===== config.mk =====
export PLATFORM = sky130hd
export DESIGN_NAME = fpcro_top
export DESIGN_NICKNAME = d
export VERILOG_FILES = /design/src/hdl/fpcro_top.v /design/src/hdl/fpcro_overlay.v
export VERILOG_INCLUDE_DIRS = /design/src /design/src/hdl
export SDC_FILE = /design/constraint.sdc
export NUM_CORES = 1
export LEC_CHECK = 0
export ABC_CLOCK_PERIOD_IN_PS = 3000
export BUFFER_PORTS_ARGS = -buffer_cell sky130_fd_sc_hd__buf_2
export CAP_MARGIN = 10
export CORE_ASPECT_RATIO = 0.8
export CORE_MARGIN = 1.5
export CORE_UTILIZATION = 52
export DETAILED_ROUTE_END_ITERATION = 7
export PLACE_DENSITY_LB_ADDON = 0.08
export SLEW_MARGIN = 25
export SYNTH_ARGS = -nofsm -noshare
export SYNTH_HDL_FRONTEND = slang
export SYNTH_HIERARCHICAL = 1
export SYNTH_SLANG_ARGS = --single-unit

===== constraint.sdc =====
create_clock -name CORE_CLK -period 3 [get_ports CORE_CLK]
set_input_delay 0.45 -clock CORE_CLK [delete_from_list [all_inputs] [get_ports CORE_CLK]]
set_output_delay 0.45 -clock CORE_CLK [all_outputs]
set_load 0.02 [all_outputs]

===== src/hdl/fpcro_map.vh =====
// Purpose: constants for the flash parameter check and RAM overlay block
// Assumes: included by bare name from hdl/
// Notes:   definitions only
`ifndef FPCRO_MAP_VH
`define FPCRO_MAP_VH

// programming unit and erase block range
`define FPCRO_PROG_BYTES     8'h80
`define FPCRO_PROG_LAST      7'h7F
`define FPCRO_ALIGN_BITS     7
`define FPCRO_BLOCK_LAST     32'h0000000B

// flash area, base zero, last byte address (default of a parameter)
`define FPCRO_FLASH_LAST     32'h0007FFFF

// result flag positions
`define FPCRO_SF_BIT         0
`define FPCRO_EB_BIT         3
`define FPCRO_WA_BIT         5
`define FPCRO_WD_BIT         6

// overlay control layout and reset value
`define FPCRO_OVL_SEL_BIT    3
`define FPCRO_OVL_AREA_MSB   2
`define FPCRO_OVL_RESET      4'h0
`define FPCRO_OVL_RAM_BASE   24'hFFA000
`define FPCRO_OVL_BLK_SHIFT  12

// sequencer states
`define FPCRO_ST_IDLE        2'h0
`define FPCRO_ST_PROG        2'h1
`define FPCRO_ST_DONE        2'h2

`endif


===== src/hdl/fpcro_top.v =====
// Purpose: parameter checks for flash program/erase plus ram overlay
// Assumes: inputs other than RESET_N synchronous to CORE_CLK; source memory answers one cycle
//          after a read enable
// Notes:   software keeps overlay writes to user modes and waits before
//          touching the emulated block
`include "fpcro_map.vh"
`timescale 1ns/10ps
`default_nettype none

module fpcro_top #(
    parameter [31:0] FLASH_LAST = `FPCRO_FLASH_LAST
) (
    // clock and reset
    input  wire        CORE_CLK,
    input  wire        RESET_N,
    // routine parameters from cpu general registers
    input  wire [31:0] PROG_DEST_ADDR,
    input  wire [31:0] PROG_SRC_ADDR,
    input  wire [31:0] ERASE_BLOCK_NUM,
    // routine commands
    input  wire        PROG_START,
    input  wire        ERASE_START,
    // routine status
    output wire        BUSY,
    output wire        DONE,
    output wire [7:0]  RESULT_FLAGS,
    // source data fetch
    output wire        SRC_RD_EN,
    output wire [31:0] SRC_RD_ADDR,
    input  wire [7:0]  SRC_RD_DATA,
    // flash array write and erase
    output wire        FLASH_WE,
    output wire [31:0] FLASH_WADDR,
    output wire [7:0]  FLASH_WDATA,
    output wire        FLASH_ERASE,
    output wire [3:0]  FLASH_ERASE_BLOCK,
    // overlay control register
    input  wire        OVL_CTL_WE,
    input  wire [7:0]  OVL_CTL_WDATA,
    output wire [7:0]  OVL_CTL_RDATA,
    // cpu read redirection
    input  wire [23:0] CPU_ADDR,
    output wire        OVL_HIT,
    output wire [23:0] OVL_ADDR
);

    reg  [1:0]  state_r;
    reg  [1:0]  state_nxt;
    reg  [7:0]  rd_cnt_r;
    reg  [7:0]  rd_cnt_nxt;
    reg  [6:0]  wr_cnt_r;
    reg  [31:0] dest_r;
    reg  [31:0] src_r;
    reg         rd_en_r;
    reg         rd_pend_r;
    reg         last_wr_r;
    reg         flash_we_r;
    reg  [31:0] flash_addr_r;
    reg  [7:0]  flash_data_r;
    reg         erase_r;
    reg  [3:0]  erase_blk_r;
    reg  [7:0]  result_r;
    reg  [7:0]  result_nxt;
    reg         done_r;
    reg         done_nxt;
    reg         erase_nxt;

    wire        emu_on;
    wire        wa_err;
    wire        wd_err;
    wire        eb_err;
    wire        prog_ok;
    wire        erase_ok;

    fpcro_overlay u_overlay (
        .clk       (CORE_CLK),
        .reset_n   (RESET_N),
        .ctl_we    (OVL_CTL_WE),
        .ctl_wdata (OVL_CTL_WDATA),
        .ctl_rdata (OVL_CTL_RDATA),
        .cpu_addr  (CPU_ADDR),
        .ovl_hit   (OVL_HIT),
        .ovl_addr  (OVL_ADDR),
        .emu_on    (emu_on)
    );

    // parameter checks, flash assumed to start at address zero
    assign wa_err = (PROG_DEST_ADDR[`FPCRO_ALIGN_BITS-1:0] != 7'h00) ||
                    (PROG_DEST_ADDR > FLASH_LAST);
    assign wd_err = (PROG_SRC_ADDR <= FLASH_LAST);
    assign eb_err = (ERASE_BLOCK_NUM > `FPCRO_BLOCK_LAST);

    // emulation protects every block, so no array activity may start
    assign prog_ok  = !wa_err && !wd_err && !emu_on;
    assign erase_ok = !eb_err && !emu_on;

    // command sequencer
    always @* begin
        state_nxt  = state_r;
        rd_cnt_nxt = rd_cnt_r;
        result_nxt = result_r;
        done_nxt   = 1'b0;
        erase_nxt  = 1'b0;
        case (state_r)
            `FPCRO_ST_IDLE: begin
                if (PROG_START) begin
                    result_nxt = 8'h00;
                    result_nxt[`FPCRO_WA_BIT] = wa_err;
                    result_nxt[`FPCRO_WD_BIT] = wd_err;
                    result_nxt[`FPCRO_SF_BIT] = !prog_ok;
                    rd_cnt_nxt = 8'h00;
                    if (prog_ok) begin
                        state_nxt = `FPCRO_ST_PROG;
                    end else begin
                        done_nxt = 1'b1;
                    end
                end else if (ERASE_START) begin
                    result_nxt = 8'h00;
                    result_nxt[`FPCRO_EB_BIT] = eb_err;
                    result_nxt[`FPCRO_SF_BIT] = !erase_ok;
                    erase_nxt = erase_ok;
                    done_nxt  = 1'b1;
                end
            end
            `FPCRO_ST_PROG: begin
                if (rd_cnt_r != `FPCRO_PROG_BYTES) begin
                    rd_cnt_nxt = rd_cnt_r + 8'h01;
                end
                if (last_wr_r) begin
                    state_nxt = `FPCRO_ST_DONE;
                end
            end
            `FPCRO_ST_DONE: begin
                done_nxt  = 1'b1;
                state_nxt = `FPCRO_ST_IDLE;
            end
            default: begin
                state_nxt = `FPCRO_ST_IDLE;
            end
        endcase
    end

    always @(posedge CORE_CLK or negedge RESET_N) begin
        if (!RESET_N) begin
            state_r     <= `FPCRO_ST_IDLE;
            rd_cnt_r    <= 8'h00;
            result_r    <= 8'h00;
            done_r      <= 1'b0;
            erase_r     <= 1'b0;
            erase_blk_r <= 4'h0;
            dest_r      <= 32'h00000000;
            src_r       <= 32'h00000000;
        end else begin
            state_r  <= state_nxt;
            rd_cnt_r <= rd_cnt_nxt;
            result_r <= result_nxt;
            done_r   <= done_nxt;
            erase_r  <= erase_nxt;
            if (state_r == `FPCRO_ST_IDLE && ERASE_START && !PROG_START) begin
                erase_blk_r <= ERASE_BLOCK_NUM[3:0];
            end
            // parameters are latched so the cpu may reuse its registers
            if (state_r == `FPCRO_ST_IDLE && PROG_START) begin
                dest_r <= PROG_DEST_ADDR;
                src_r  <= PROG_SRC_ADDR;
            end
        end
    end

    // source fetch: one byte per cycle, data returns a cycle later
    always @(posedge CORE_CLK or negedge RESET_N) begin
        if (!RESET_N) begin
            rd_en_r   <= 1'b0;
            rd_pend_r <= 1'b0;
        end else begin
            rd_en_r   <= (state_r == `FPCRO_ST_PROG) &&
                         (rd_cnt_r != `FPCRO_PROG_BYTES);
            rd_pend_r <= rd_en_r;
        end
    end

    reg [31:0] rd_addr_r;

    always @(posedge CORE_CLK or negedge RESET_N) begin
        if (!RESET_N) begin
            rd_addr_r <= 32'h00000000;
        end else if (state_r == `FPCRO_ST_PROG) begin
            rd_addr_r <= src_r + {24'h000000, rd_cnt_r};
        end
    end

    // array write: each returned byte goes to the next destination byte
    always @(posedge CORE_CLK or negedge RESET_N) begin
        if (!RESET_N) begin
            flash_we_r   <= 1'b0;
            flash_addr_r <= 32'h00000000;
            flash_data_r <= 8'h00;
            wr_cnt_r     <= 7'h00;
            last_wr_r    <= 1'b0;
        end else begin
            flash_we_r <= rd_pend_r;
            last_wr_r  <= 1'b0;
            if (state_r == `FPCRO_ST_IDLE) begin
                wr_cnt_r <= 7'h00;
            end else if (rd_pend_r) begin
                flash_addr_r <= dest_r + {25'h0000000, wr_cnt_r};
                flash_data_r <= SRC_RD_DATA;
                wr_cnt_r     <= wr_cnt_r + 7'h01;
                last_wr_r    <= (wr_cnt_r == `FPCRO_PROG_LAST);
            end
        end
    end

    // outputs
    assign BUSY              = (state_r != `FPCRO_ST_IDLE);
    assign DONE              = done_r;
    assign RESULT_FLAGS      = result_r;
    assign SRC_RD_EN         = rd_en_r;
    assign SRC_RD_ADDR       = rd_addr_r;
    // gated here as well, so emulation switched on mid-program still blocks the array
    assign FLASH_WE          = flash_we_r && !emu_on;
    assign FLASH_WADDR       = flash_addr_r;
    assign FLASH_WDATA       = flash_data_r;
    assign FLASH_ERASE       = erase_r && !emu_on;
    assign FLASH_ERASE_BLOCK = erase_blk_r;

endmodule
`default_nettype wire


===== src/hdl/fpcro_overlay.v =====
// Purpose: overlay control register and flash-to-RAM address redirection
// Assumes: one clock, asynchronous active-low reset
// Notes:   redirection is combinational so a read lands in the same cycle
`include "fpcro_map.vh"
`timescale 1ns/10ps
`default_nettype none

module fpcro_overlay (
    // clock and reset
    input  wire        clk,
    input  wire        reset_n,
    // register access
    input  wire        ctl_we,
    input  wire [7:0]  ctl_wdata,
    output wire [7:0]  ctl_rdata,
    // cpu read address
    input  wire [23:0] cpu_addr,
    output wire        ovl_hit,
    output wire [23:0] ovl_addr,
    // state
    output wire        emu_on
);

    reg  [3:0] ctl_r;
    wire [3:0] ctl_nxt;

    // upper nibble is never stored, so writes there vanish
    assign ctl_nxt = ctl_we ? ctl_wdata[3:0] : ctl_r;

    always @(posedge clk or negedge reset_n) begin
        if (!reset_n) begin
            ctl_r <= `FPCRO_OVL_RESET;
        end else begin
            ctl_r <= ctl_nxt;
        end
    end

    assign ctl_rdata = {4'h0, ctl_r};
    assign emu_on    = ctl_r[`FPCRO_OVL_SEL_BIT];

    // area select counts only while emulation is on
    assign ovl_hit = emu_on &&
                     (cpu_addr[23:15] == 9'h000) &&
                     (cpu_addr[14:12] == ctl_r[`FPCRO_OVL_AREA_MSB:0]);

    // same low 12-bit offset inside the ram window
    assign ovl_addr = ovl_hit ? (`FPCRO_OVL_RAM_BASE | {12'h000, cpu_addr[11:0]})
                              : cpu_addr;

endmodule
`default_nettype wire


==> summary.txt, run 1 <==
Clock network
  • Total of cells resized after clock tree synthesis: 0
  • TritonCTS sink count: 171
  • Clock Tree Buf Depth: 2
  • Clock-pin slew on the worst setup and hold paths: roughly 60 ps
  • Source-to-sink clock delay at the later pin of the worst-skew pair: approximately 430 ps
  • CTS H-tree lvls: 4
  • Root cell of the clock tree: clkbuf_16
  • Buffers inserted by post-CTS timing repair: 0
  • CTS tree: built
  • Hold buffer count at cts: 0
  • CTS buffer count: 17

Global routing
  • Pin count of the biggest net entering global routing: 72
  • First-pass GRT wire length: about 37000 um
  • Antenna violations before repair: 0
  • Grt met2 use: 0.4168
  • Met3 Usage GRT: 0.05057
  • Met1 capacity usage during global routing: 0.3758
  • Number of global-route vias before repair: around 7100
  • Overflow after GRT: 0
  • All-layer global routing usage: 0.2649
  • Busiest grt layer: met2

Setup path
  • Critical path class: reg -> reg
  • Reg2reg path depth: 8
  • Data arrival at the endpoint of the critical path: about 3100 ps
  • Crit Path Max Fanout: 12
  • Element type at the critical path start: flip-flop
  • End of the worst register-to-register path: FLASH_WADDR[22]
  • Crit path capture type: flip-flop
  • Worst reg2reg path startpoint: wr_cnt_r[0]
  • Required time at the worst-slack endpoint: between 3000 and 4000 ps
  • Register-to-Register Setup Slack: ~250 ps

Detailed routing
  • Number of violations reported at the end of detailed-routing iteration 0: around 520
  • Post-route ant nets: 0
  • Per-cell routed wire length: 15.97 um
  • Vias: 7633
  • Wire length after detailed routing: ~23000 um
  • Detailed-router iteration count before antenna repair: 6
  • DRC: 0
  • Average vias per placed instance: around 5.4

Timing
  • Count of final hold-check violations: 0
  • Worst Skew: about 8.3 ps
  • Actual transition at the worst max-transition pin: 804.8 ps
  • Tightest hold margin: approximately 10 ps
  • Number of endpoints failing setup at the final stage: 0
  • Headroom to the max-slew limit: 0.4615
  • Final total negative setup slack: 0 ps
  • Share of the cycle needed by the critical path after routing: 0.9164
  • Shortest clock period the worst path allows after layout: around 2700 ps
  • Setup repair after global routing missed its margin: false
  • Pins Over Slew Limit: 0
  • Peak clock frequency supported by timing: approximately 360 MHz

Power and ir drop
  • Power Density: 794.9 nW/um2
  • Total power: about 0.0085 W
  • Part of the total power dissipated in combinational logic: 0.310
  • Share of total power consumed by net switching: 0.3533
  • Net switching power of the design: approximately 0.0030 W
  • Power Internal: around 0.0055 W
  • Clk network pwr share: 0.300
  • Maximum resistive drop on vdd: 0.6452 mV
  • Leakage power of the design: about 5.4 nW
  • Part of the power in registers: 0.389

Floorplan
  • Die Height: between 100 and 150 um
  • Area of the die: 17670 um2
  • Area of the core: about 17000 um2
  • Ports placed on the boundary: approximately 260
  • Cell row count: 42
  • Initial cell density of the core: 0.5302
  • Die X: about 150 um

Finish
  • Number of nets in the final layout: 1344
  • Leading cell type in the layout, fill and taps excluded: nand2_1
  • Fill cell count: between 1000 and 1500
  • Most frequent cells in the layout: nand2_1 (301), buf_2 (225), dfrtp_1 (171), o21ai_0 (61), nor2_1 (40)
  • Non-filler instance count after layout: roughly 1400
  • Synth-to-Final Area Change: 22.25%
  • Number of inserted diodes: 0
  • Layout cells sized above 1: 0.2527

Synth
  • Post-Syn Instances: ~980
  • Synthesized area per cell: about 9 um2
  • Primary FF master, synth: dfrtp_1
  • Total standard cell area after synthesis: just under 9000 um2
  • Yosys synthesis warning count: 6
  • Portion of the post-synthesis area used by sequential elements: 0.4875
  • Number of synthesized flops with an enable pin: 0
  • Asr flop ratio synth: 1.000
  • Synthesized flop and latch total: approximately 170
  • Yosys cell types: 55

Flow run
  • Max-cap violations: 0

Status
  • Outcome: finished clean

Placement
  • DPL Wire Length: 16400 um
  • Final RePlAce weighted congestion: ~0.88
  • Number of placed instances, taps included: roughly 1400
  • Number of buffer cells added on primary ports: 226

Worst hold path
  • Class of the most critical hold timing path: in -> async
==> how the worst max path moves through the flow <==
stage | startpoint | to | slack, ps
CTS | wr_cnt_r[0] | FLASH_WADDR[22] | 270
floorplan | wr_cnt_r[0] | FLASH_WADDR[22] | 530
detailed placement | wr_cnt_r[0] | FLASH_WADDR[22] | 310
finish | wr_cnt_r[0] | FLASH_WADDR[22] | 250
global route | wr_cnt_r[0] | FLASH_WADDR[22] | 10
global placement | wr_cnt_r[0] | FLASH_WADDR[22] | 380
==> routing by layer <==
metal  vias to the layer above  share of wire
met2                       281           0.47
li1                       3747              -
met4                         0          0.015
met1                      3575           0.45
met5                         -              0
met3                        30          0.070
==> logic make-up (layout without fill, tap and decap cells) <==
group / Yosys count / count (layout) / synth area share
other cells: 2 / 8 / 0.0008556
fa+ha+maj: 20 / 20 / 0.03022
simple gates: 484 / 484 / 0.2553
buf+inv: 79 / 291 / 0.04419
compound gates: 163 / 163 / 0.1213
mux: 11 / 11 / 0.01369
xor+xnor: 47 / 47 / 0.04690
flops: 171 / 171 / 0.4875
==> flip-flops by register name, indices dropped and copies added (netlist names), 2 cells and up <==
register           flops
wr_cnt_r               7
state_r                2
FLASH_WDATA            8
u_overlay/ctl_r        4
FLASH_WADDR           32
rd_cnt_r               8
SRC_RD_ADDR           32
dest_r                32
RESULT_FLAGS           4
FLASH_ERASE_BLOCK      4
src_r                 32
==> synthesized netlist by cell type (3+ instances only) <==
library cell	count	area, um2
a2111oi_0	6	52.55
a211o_1	3	26.28
a211oi_1	7	52.55
a21o_1	6	45.04
a21oi_1	22	110.1
a31oi_1	10	62.56
and2_1	6	37.54
and3_1	15	93.84
and4_1	7	61.31
buf_4	22	165.2
clkbuf_1	40	150.1
dfrtp_1	171	4279
ha_1	18	225.2
inv_1	15	56.30
mux2_2	8	90.09
mux2i_1	3	30.03
nand2_1	303	1137
nand2b_1	5	31.28
nand3_1	35	175.2
nand4_1	11	68.82
nor2_1	40	150.1
nor2b_1	5	31.28
nor4_1	15	93.84
o2111ai_1	3	26.28
o211ai_1	20	150.1
o21a_1	5	37.54
o21ai_0	61	305.3
o21bai_2	10	112.6
or3_1	11	68.82
or4_1	17	127.6
xnor2_1	22	192.7
xor2_1	25	219.0
==> worst max-delay path: stages, from the launching register on <==
cell	delay, ps
dfrtp_1	410
ha_1	220
inv_1	60
fa_1	400
nand2b_1	180
a211o_1	440
a2111oi_0	580
mux2i_1	260
nand2_1	80
==> through the flow <==
stage / cell area (um2) / setup WS [ps] / utilization
3_3_place_gp: 10040 / 380.5 / 0.6067
6_report: 10730 / 250.9 / 0.6482
3_5_place_dp: 10040 / 305.7 / 0.6067
5_1_grt: 10730 / 10.05 / 0.6482
4_1_cts: 10730 / 269.6 / 0.6482
2_1_floorplan: 8800 / 525.2 / -
==> power groups by stage <==
stage          logic (W)  registers, W  clock network, W
2_1_floorplan    0.00153       0.00356                 0
3_3_place_gp     0.00259       0.00334                 0
3_5_place_dp     0.00262       0.00335                 0
4_1_cts          0.00267       0.00331           0.00260
5_1_grt          0.00297       0.00340           0.00271
6_report         0.00265       0.00332           0.00256
==> area by class of cell <==
cell class                 instances  area (um2)  share of cell area
clock buffer                      20       446.7             0.04163
clock inverter                    11       241.5             0.02250
inverter                          15       56.30            0.005247
multi-input combinational        733        4139              0.3857
sequential                       171        4279              0.3988
tap                              220       275.3             0.02565
timing repair buffer             245        1292              0.1205
No activity file was read; power rests on OpenSTA's default activity.
==> run 2, diff against run 1 <==
Settings changed: RECOVER_POWER set to 100.
==> run 2 against run 1 <==
The run now ends with capacitance limit, slew limit left. Via count barely moved. Power fell by 0.95%. First-iteration DRC count fell by 5.4%. Worst hold slack improved by 200 ps. Maximum frequency barely moved. Non-clock buffer count did not move. Final area fell by 1.6%. Flip-flop and latch count did not move. Count of clock-buffer cells in the layout did not move. Setup slack got worse by 1.8 ps. Final cell count did not move. Combinational power fell by 3%. Critical path type unchanged. Critical endpoint unchanged.
==> summary.txt, run 2 (synthesis results as in run 1) <==
Status
  • Outcome: finished with violations
  • Violations in the final reports: capacitance limit, slew limit

Finish
  • Utilization after layout: 0.6377 (-0.01051)
  • Layout cells sized above 1: 0.1632 (-0.08954)
  • Storage cell area: 4279 um2 (unchanged)
  • Number of nets in the final layout: 1344 (unchanged)
  • Fill cell count: 1535 (+4.6%)
  • Area of combinational cells with multiple inputs: 4136 um2 (about the same)
  • Most frequent cells in the layout: nand2_1 (301), dfrtp_1 (171), buf_2 (124), clkbuf_1 (108), o21ai_0 (61)
  • Number of inserted diodes: 0 (unchanged)
  • Synth-to-Final Area Change: 20.27%
  • Leading cell type in the layout, fill and taps excluded: nand2_1

Floorplan
  • Ports placed on the boundary: 263 (unchanged)
  • Die X: 148.3 um (unchanged)
  • Area of the die: 17670 um2 (unchanged)
  • Die Height: 119.2 um (unchanged)
  • Cell row count: 42 (unchanged)
  • Area of the core: 16550 um2 (unchanged)
  • Initial cell density of the core: 0.5302 (unchanged)

Setup path
  • Launch point of the worst path: wr_cnt_r[0]
  • Worst reg2reg path startpoint: wr_cnt_r[0]
  • Data arrival at the endpoint of the critical path: 3060 ps (about the same)
  • Critical path class: reg -> reg
  • Crit path capture type: flip-flop
  • Crit Path Max Fanout: 12 (unchanged)
  • Required time at the worst-slack endpoint: 3310 ps (about the same)
  • Element type at the critical path start: flip-flop

Placement
  • Number of buffer cells added on primary ports: 226 (unchanged)
  • DPL Wire Length: 16400 um (unchanged)
  • Final RePlAce weighted congestion: 0.8759 (unchanged)

Detailed routing
  • Number of violations reported at the end of detailed-routing iteration 0: 495 (-5.4%)
  • Vias: 7638 (+0.066%)
  • Average vias per placed instance: 5.398 (about the same)
  • Post-route ant nets: 0 (unchanged)
  • Per-cell routed wire length: 15.98 um (+0.11%)
  • DRC: 0 (unchanged)
  • Wire length after detailed routing: 22620 um (+0.11%)
  • Detailed-router iteration count before antenna repair: 7 (+1)

Timing
  • Number of endpoints failing setup at the final stage: 0 (unchanged)
  • Headroom to the max-slew limit: -0.1889 (-0.6503)
  • Count of final hold-check violations: 0 (unchanged)
  • Peak clock frequency supported by timing: 363.5 MHz (about the same)
  • Shortest clock period the worst path allows after layout: 2751 ps (+1.791 ps)
  • Worst Skew: 7.631 ps (-0.6855 ps)
  • Actual transition at the worst max-transition pin: 1783 ps (+978.5 ps)
  • Share of the cycle needed by the critical path after routing: 0.9170 (about the same)
  • Pins Over Slew Limit: 72 (+72)
  • Final total negative setup slack: 0 ps (unchanged)
  • Setup repair after global routing missed its margin: false

Power and ir drop
  • Power Density: 800.3 nW/um2 (+0.68%)
  • Leakage power of the design: 5.034 nW (-7.2%)
  • Maximum resistive drop on vdd: 0.6390 mV (-0.97%)

Global routing
  • All-layer global routing usage: 0.2649 (unchanged)
  • First-pass GRT wire length: 36790 um (unchanged)
  • Antenna violations before repair: 0 (unchanged)
  • Pin count of the biggest net entering global routing: 72 (unchanged)
  • Overflow after GRT: 0 (unchanged)
  • Number of global-route vias before repair: 7087 (unchanged)

Clock network
  • Clock Tree Buf Depth: 2 (unchanged)
  • Total of cells resized after clock tree synthesis: 0 (unchanged)
  • CTS buffer count: 17 (unchanged)
  • TritonCTS sink count: 171 (unchanged)
  • Clock-pin slew on the worst setup and hold paths: 70 ps (about the same)
  • CTS tree: built
  • Hold buffer count at cts: 0 (unchanged)
  • Buffers inserted by post-CTS timing repair: 0 (unchanged)
  • Source-to-sink clock delay at the later pin of the worst-skew pair: 430 ps (about the same)
  • CTS H-tree lvls: 4 (unchanged)
  • Root cell of the clock tree: clkbuf_16

Flow run
  • Max-cap violations: 1 (+1)

Worst hold path
  • Class of the most critical hold timing path: in -> reg
  • Min-delay src: SRC_RD_DATA[7]
[run 2: cell types whose count changed in the layout (fill, tap and decap cells not counted)]
cell,delta
clkbuf_1,+106
buf_2,-101
buf_4,-8
clkbuf_2,+4
and2_0,+2
a2111oi_0,+1
a2111oi_1,-1
and2_1,-1
and2_2,-1
buf_12,-1
buf_6,-1
clkbuf_4,+1
[run 2: area by class of cell]
class	count	share of cell area
Clock inverter	11	0.02288
Clock buffer	20	0.04231
Timing Repair Buffer	245	0.1062
Tap cell	220	0.02608
Sequential cell	171	0.4054
Multi-Input combinational cell	733	0.3918
Inverter	15	0.005334
[run 2: final timing paths]
kind,end,slack (ps),cells past startpoint
max,FLASH_WADDR[22],250,8
max in group asynchronous,src_r[25],730,2
min in group asynchronous,SRC_RD_ADDR[5],470,1
min,FLASH_WDATA[7],210,3
max reg2reg,FLASH_WADDR[22],250,8
min reg2reg,rd_pend_r,390,0
[run 2: power by group]
group,total (W),internal (W),switching (W)
Combinational,0.00256,0.000916,0.00164
Sequential,0.00333,0.00285,0.000479
Clock,0.00256,0.00166,0.000896
[run 2: through the flow]
step / hold WS, ps / cells / cell area, um2 / power [W] / setup WS, ps
after floorplan: 154.4 / 983 / 8800 / 0.005084 / 525.2
after global placement: 368.6 / 1384 / 10040 / 0.005923 / 380.5
after detailed placement: 378.9 / 1384 / 10040 / 0.005976 / 305.7
after CTS: 40.06 / 1415 / 10730 / 0.008579 / 269.6
after global routing: 207.6 / 1415 / 10560 / 0.008996 / 7.260
final: 209.7 / 1415 / 10560 / 0.008448 / 249.1
[run 2: layer usage]
| layer | global-route usage | wire (um) |
|---|---|---|
| met5 | 0 | 0 |
| met4 | 0.07426 | 265 |
| met3 | 0.05057 | 1475 |
| met2 | 0.4168 | 10610 |
| met1 | 0.3758 | 10260 |
[run 2: critical path: stages (launching register included)]
cell	delay (ps)
dfrtp_1	410
ha_1	220
inv_1	60
fa_1	400
nand2b_1	180
a211o_1	440
a2111oi_0	580
mux2i_1	270
nand2_1	80
==> run 3, diff against run 2 <==
Settings changed: CORE_UTILIZATION 52 to 54, CTS_BUF_LIST set to sky130_fd_sc_hd__clkbuf_4, CTS_CLUSTER_SIZE set to 12, GPL_ROUTABILITY_DRIVEN set to 0.
==> run 3 against run 2 <==
The flow still finishes with violations (capacitance limit, slew limit). Sequential share of layout area is 1.1 points higher. Maximum frequency is 2.5% lower. Count of clock-buffer cells in the layout is 3 lower. Die area is 3.6% lower. Sequential power hardly changed. Flip-flop and latch count stayed put. Via count is 0.84% lower. Power is 10% lower. Critical path depth is 4 lower. Global-route usage is 0.095 points lower. Critical endpoint is now OVL_ADDR[12].
==> summary.txt, run 3 (synthesis results as in run 1) <==
Timing
  • Final total negative setup slack: 0 ps (unchanged)
  • Peak clock frequency supported by timing: 354.6 MHz (-2.5%)
  • Number of endpoints failing setup at the final stage: 0 (unchanged)
  • Shortest clock period the worst path allows after layout: 2820 ps (+69.58 ps)
  • Headroom to the max-slew limit: -0.2090 (-0.02009)
  • Tightest hold margin: 49.44 ps (-160.2 ps)
  • Count of final hold-check violations: 0 (unchanged)
  • Setup repair after global routing missed its margin: false
  • Pins Over Slew Limit: 73 (+1.4%)
  • Actual transition at the worst max-transition pin: 1813 ps (+30.14 ps)
  • Worst Skew: 17.02 ps (+9.394 ps)
  • Share of the cycle needed by the critical path after routing: 0.9401 (+0.02319)

Power and ir drop
  • Maximum resistive drop on vdd: 0.5561 mV (-13%)
  • Power Density: 738.9 nW/um2 (-7.7%)
  • Power Internal: 0.004663 W (-14%)
  • Part of the total power dissipated in combinational logic: 0.333 (+0.030)
  • Share of total power consumed by net switching: 0.3859 (+0.02853)
  • Part of the power in registers: 0.437 (+0.043)
  • Leakage power of the design: 4.943 nW (-1.8%)
  • Net switching power of the design: 0.002930 W (-3.0%)
  • Clk network pwr share: 0.230 (-0.073)

Placement
  • Number of buffer cells added on primary ports: 226 (unchanged)
  • Number of placed instances, taps included: 1377 (-0.51%)
  • DPL Wire Length: 16440 um (+0.26%)

Setup path
  • Required time at the worst-slack endpoint: 2550 ps (-760 ps)
  • Critical-path top delay cell: dfrtp_1
  • Element type at the critical path start: flip-flop
  • Data arrival at the endpoint of the critical path: 2370 ps (-690 ps)
  • Delay-heaviest family, CP: simple AND/OR/NAND/NOR gates
  • Crit path capture type: primary output
  • Critical path, cell by cell: or4b_1 -> nand4bb_4 -> o21a_1 -> clkbuf_2
  • Max incr delay on CP: 520 ps (-60 ps)
  • Crit Path Max Fanout: 12 (unchanged)
  • Worst path bufs/invs: 1 (unchanged)
  • Critical path class: reg -> out

Finish
  • Fill cell count: 1444 (-5.9%)
  • Number of inserted diodes: 0 (unchanged)
  • Most frequent cells in the layout: nand2_1 (303), dfrtp_1 (171), buf_2 (123), clkbuf_1 (95), o21ai_0 (61)
  • Utilization after layout: 0.6482 (+0.01048)
  • Number of nets in the final layout: 1343 (-0.074%)
  • Non-filler instance count after layout: 1410 (-0.35%)
  • Leading cell type in the layout, fill and taps excluded: nand2_1
  • Layout cells sized above 1: 0.1715 (+0.008368)
  • Synth-to-Final Area Change: 17.06%

Clock network
  • CTS tree: built
  • Buffers inserted by post-CTS timing repair: 0 (unchanged)
  • Source-to-sink clock delay at the later pin of the worst-skew pair: 570 ps (+140 ps)
  • Total of cells resized after clock tree synthesis: 0 (unchanged)
  • CTS H-tree lvls: 4 (unchanged)
  • TritonCTS sink count: 171 (unchanged)
  • Root cell of the clock tree: clkbuf_4
  • Hold buffer count at cts: 1 (+1)
  • Clock-pin slew on the worst setup and hold paths: 150 ps (+80 ps)
  • CTS buffer count: 17 (unchanged)
  • Clock Tree Buf Depth: 2 (unchanged)

Floorplan
  • Die X: 145.5 um (-1.8%)
  • Ports placed on the boundary: 263 (unchanged)
  • Die Height: 117.0 um (-1.8%)
  • Initial cell density of the core: 0.5537 (+0.02348)
  • Area of the core: 15850 um2 (-4.2%)
  • Area of the die: 17030 um2 (-3.6%)
  • Cell row count: 41 (-2.4%)

Worst hold path
  • Class of the most critical hold timing path: in -> reg

Detailed routing
  • DRC: 0 (unchanged)
  • Average vias per placed instance: 5.372 (-0.49%)
  • Per-cell routed wire length: 15.65 um (-2.1%)
  • Vias: 7574 (-0.84%)
  • Number of violations reported at the end of detailed-routing iteration 0: 392 (-21%)
  • Post-route ant nets: 0 (unchanged)
  • Wire length after detailed routing: 22070 um (-2.4%)
  • Detailed-router iteration count before antenna repair: 5 (-2)

Global routing
  • Pin count of the biggest net entering global routing: 74 (+2.8%)
  • Overflow after GRT: 0 (unchanged)
  • Number of global-route vias before repair: 6899 (-2.7%)
  • Antenna violations before repair: 0 (unchanged)
  • All-layer global routing usage: 0.2640 (-0.0009482)
  • First-pass GRT wire length: 35290 um (-4.1%)

Flow run
  • Max-cap violations: 1 (unchanged)

Status
  • Outcome: finished with violations
  • Violations in the final reports: capacitance limit, slew limit
run 3: cell type report:
class | instances | area (um2) | area share
Clock buffer | 17 | 127.6 | 0.01242
Clock inverter | 15 | 270.3 | 0.02630
Timing Repair Buffer | 244 | 1140 | 0.1109
Tap cell | 215 | 269.0 | 0.02618
Multi-Input combinational cell | 733 | 4133 | 0.4022
Inverter | 15 | 56.30 | 0.005480
Sequential cell | 171 | 4279 | 0.4165
run 3: routing by layer:
layer / routed length, um / global-route usage
met3: 1393 / 0.06008
met1: 10290 / 0.3637
met2: 10210 / 0.4302
met4: 179 / 0.06327
met5: 0 / 0
run 3: worst register-to-register path, stage by stage, from the launching register on:
cell	delay, ps
dfrtp_1	430
ha_1	220
inv_1	70
fa_1	390
nand2b_1	180
a211o_1	450
a2111oi_0	660
nand3b_1	200
nand3_1	90
run 3: power groups by stage:
| stage | Clock, W | Combinational, W | Sequential [W] |
|---|---|---|---|
| floorplan | 0 | 0.00153 | 0.00356 |
| global placement | 0 | 0.00257 | 0.00333 |
| detailed placement | 0 | 0.00261 | 0.00336 |
| CTS | 0.00177 | 0.00264 | 0.00331 |
| global route | 0.00186 | 0.00286 | 0.00339 |
| finish | 0.00175 | 0.00253 | 0.00331 |
run 3: worst paths after layout:
check	start	endpoint	slack, ps	cells past startpoint
worst max-delay path	u_overlay/ctl_r[3]	OVL_ADDR[12]	180	4
max in group asynchronous	RESET_N	FLASH_WADDR[1]	530	3
worst min-delay path	PROG_SRC_ADDR[18]	src_r[18]	50	3
worst max register to register	wr_cnt_r[0]	FLASH_WADDR[26]	200	8
worst min register to register	SRC_RD_EN	rd_pend_r	400	0
min in group asynchronous	RESET_N	SRC_RD_ADDR[11]	900	2
run 3: stage by stage:
stage | worst slack (ps) | cell area (um2) | power, W
5_1_grt | 16.64 | 10270 | 0.008119
4_1_cts | 119.4 | 10440 | 0.007718
3_3_place_gp | 387.8 | 10030 | 0.005905
3_5_place_dp | 237.1 | 10030 | 0.005970
6_report | 179.6 | 10270 | 0.007592
2_1_floorplan | 525.2 | 8800 | 0.005084
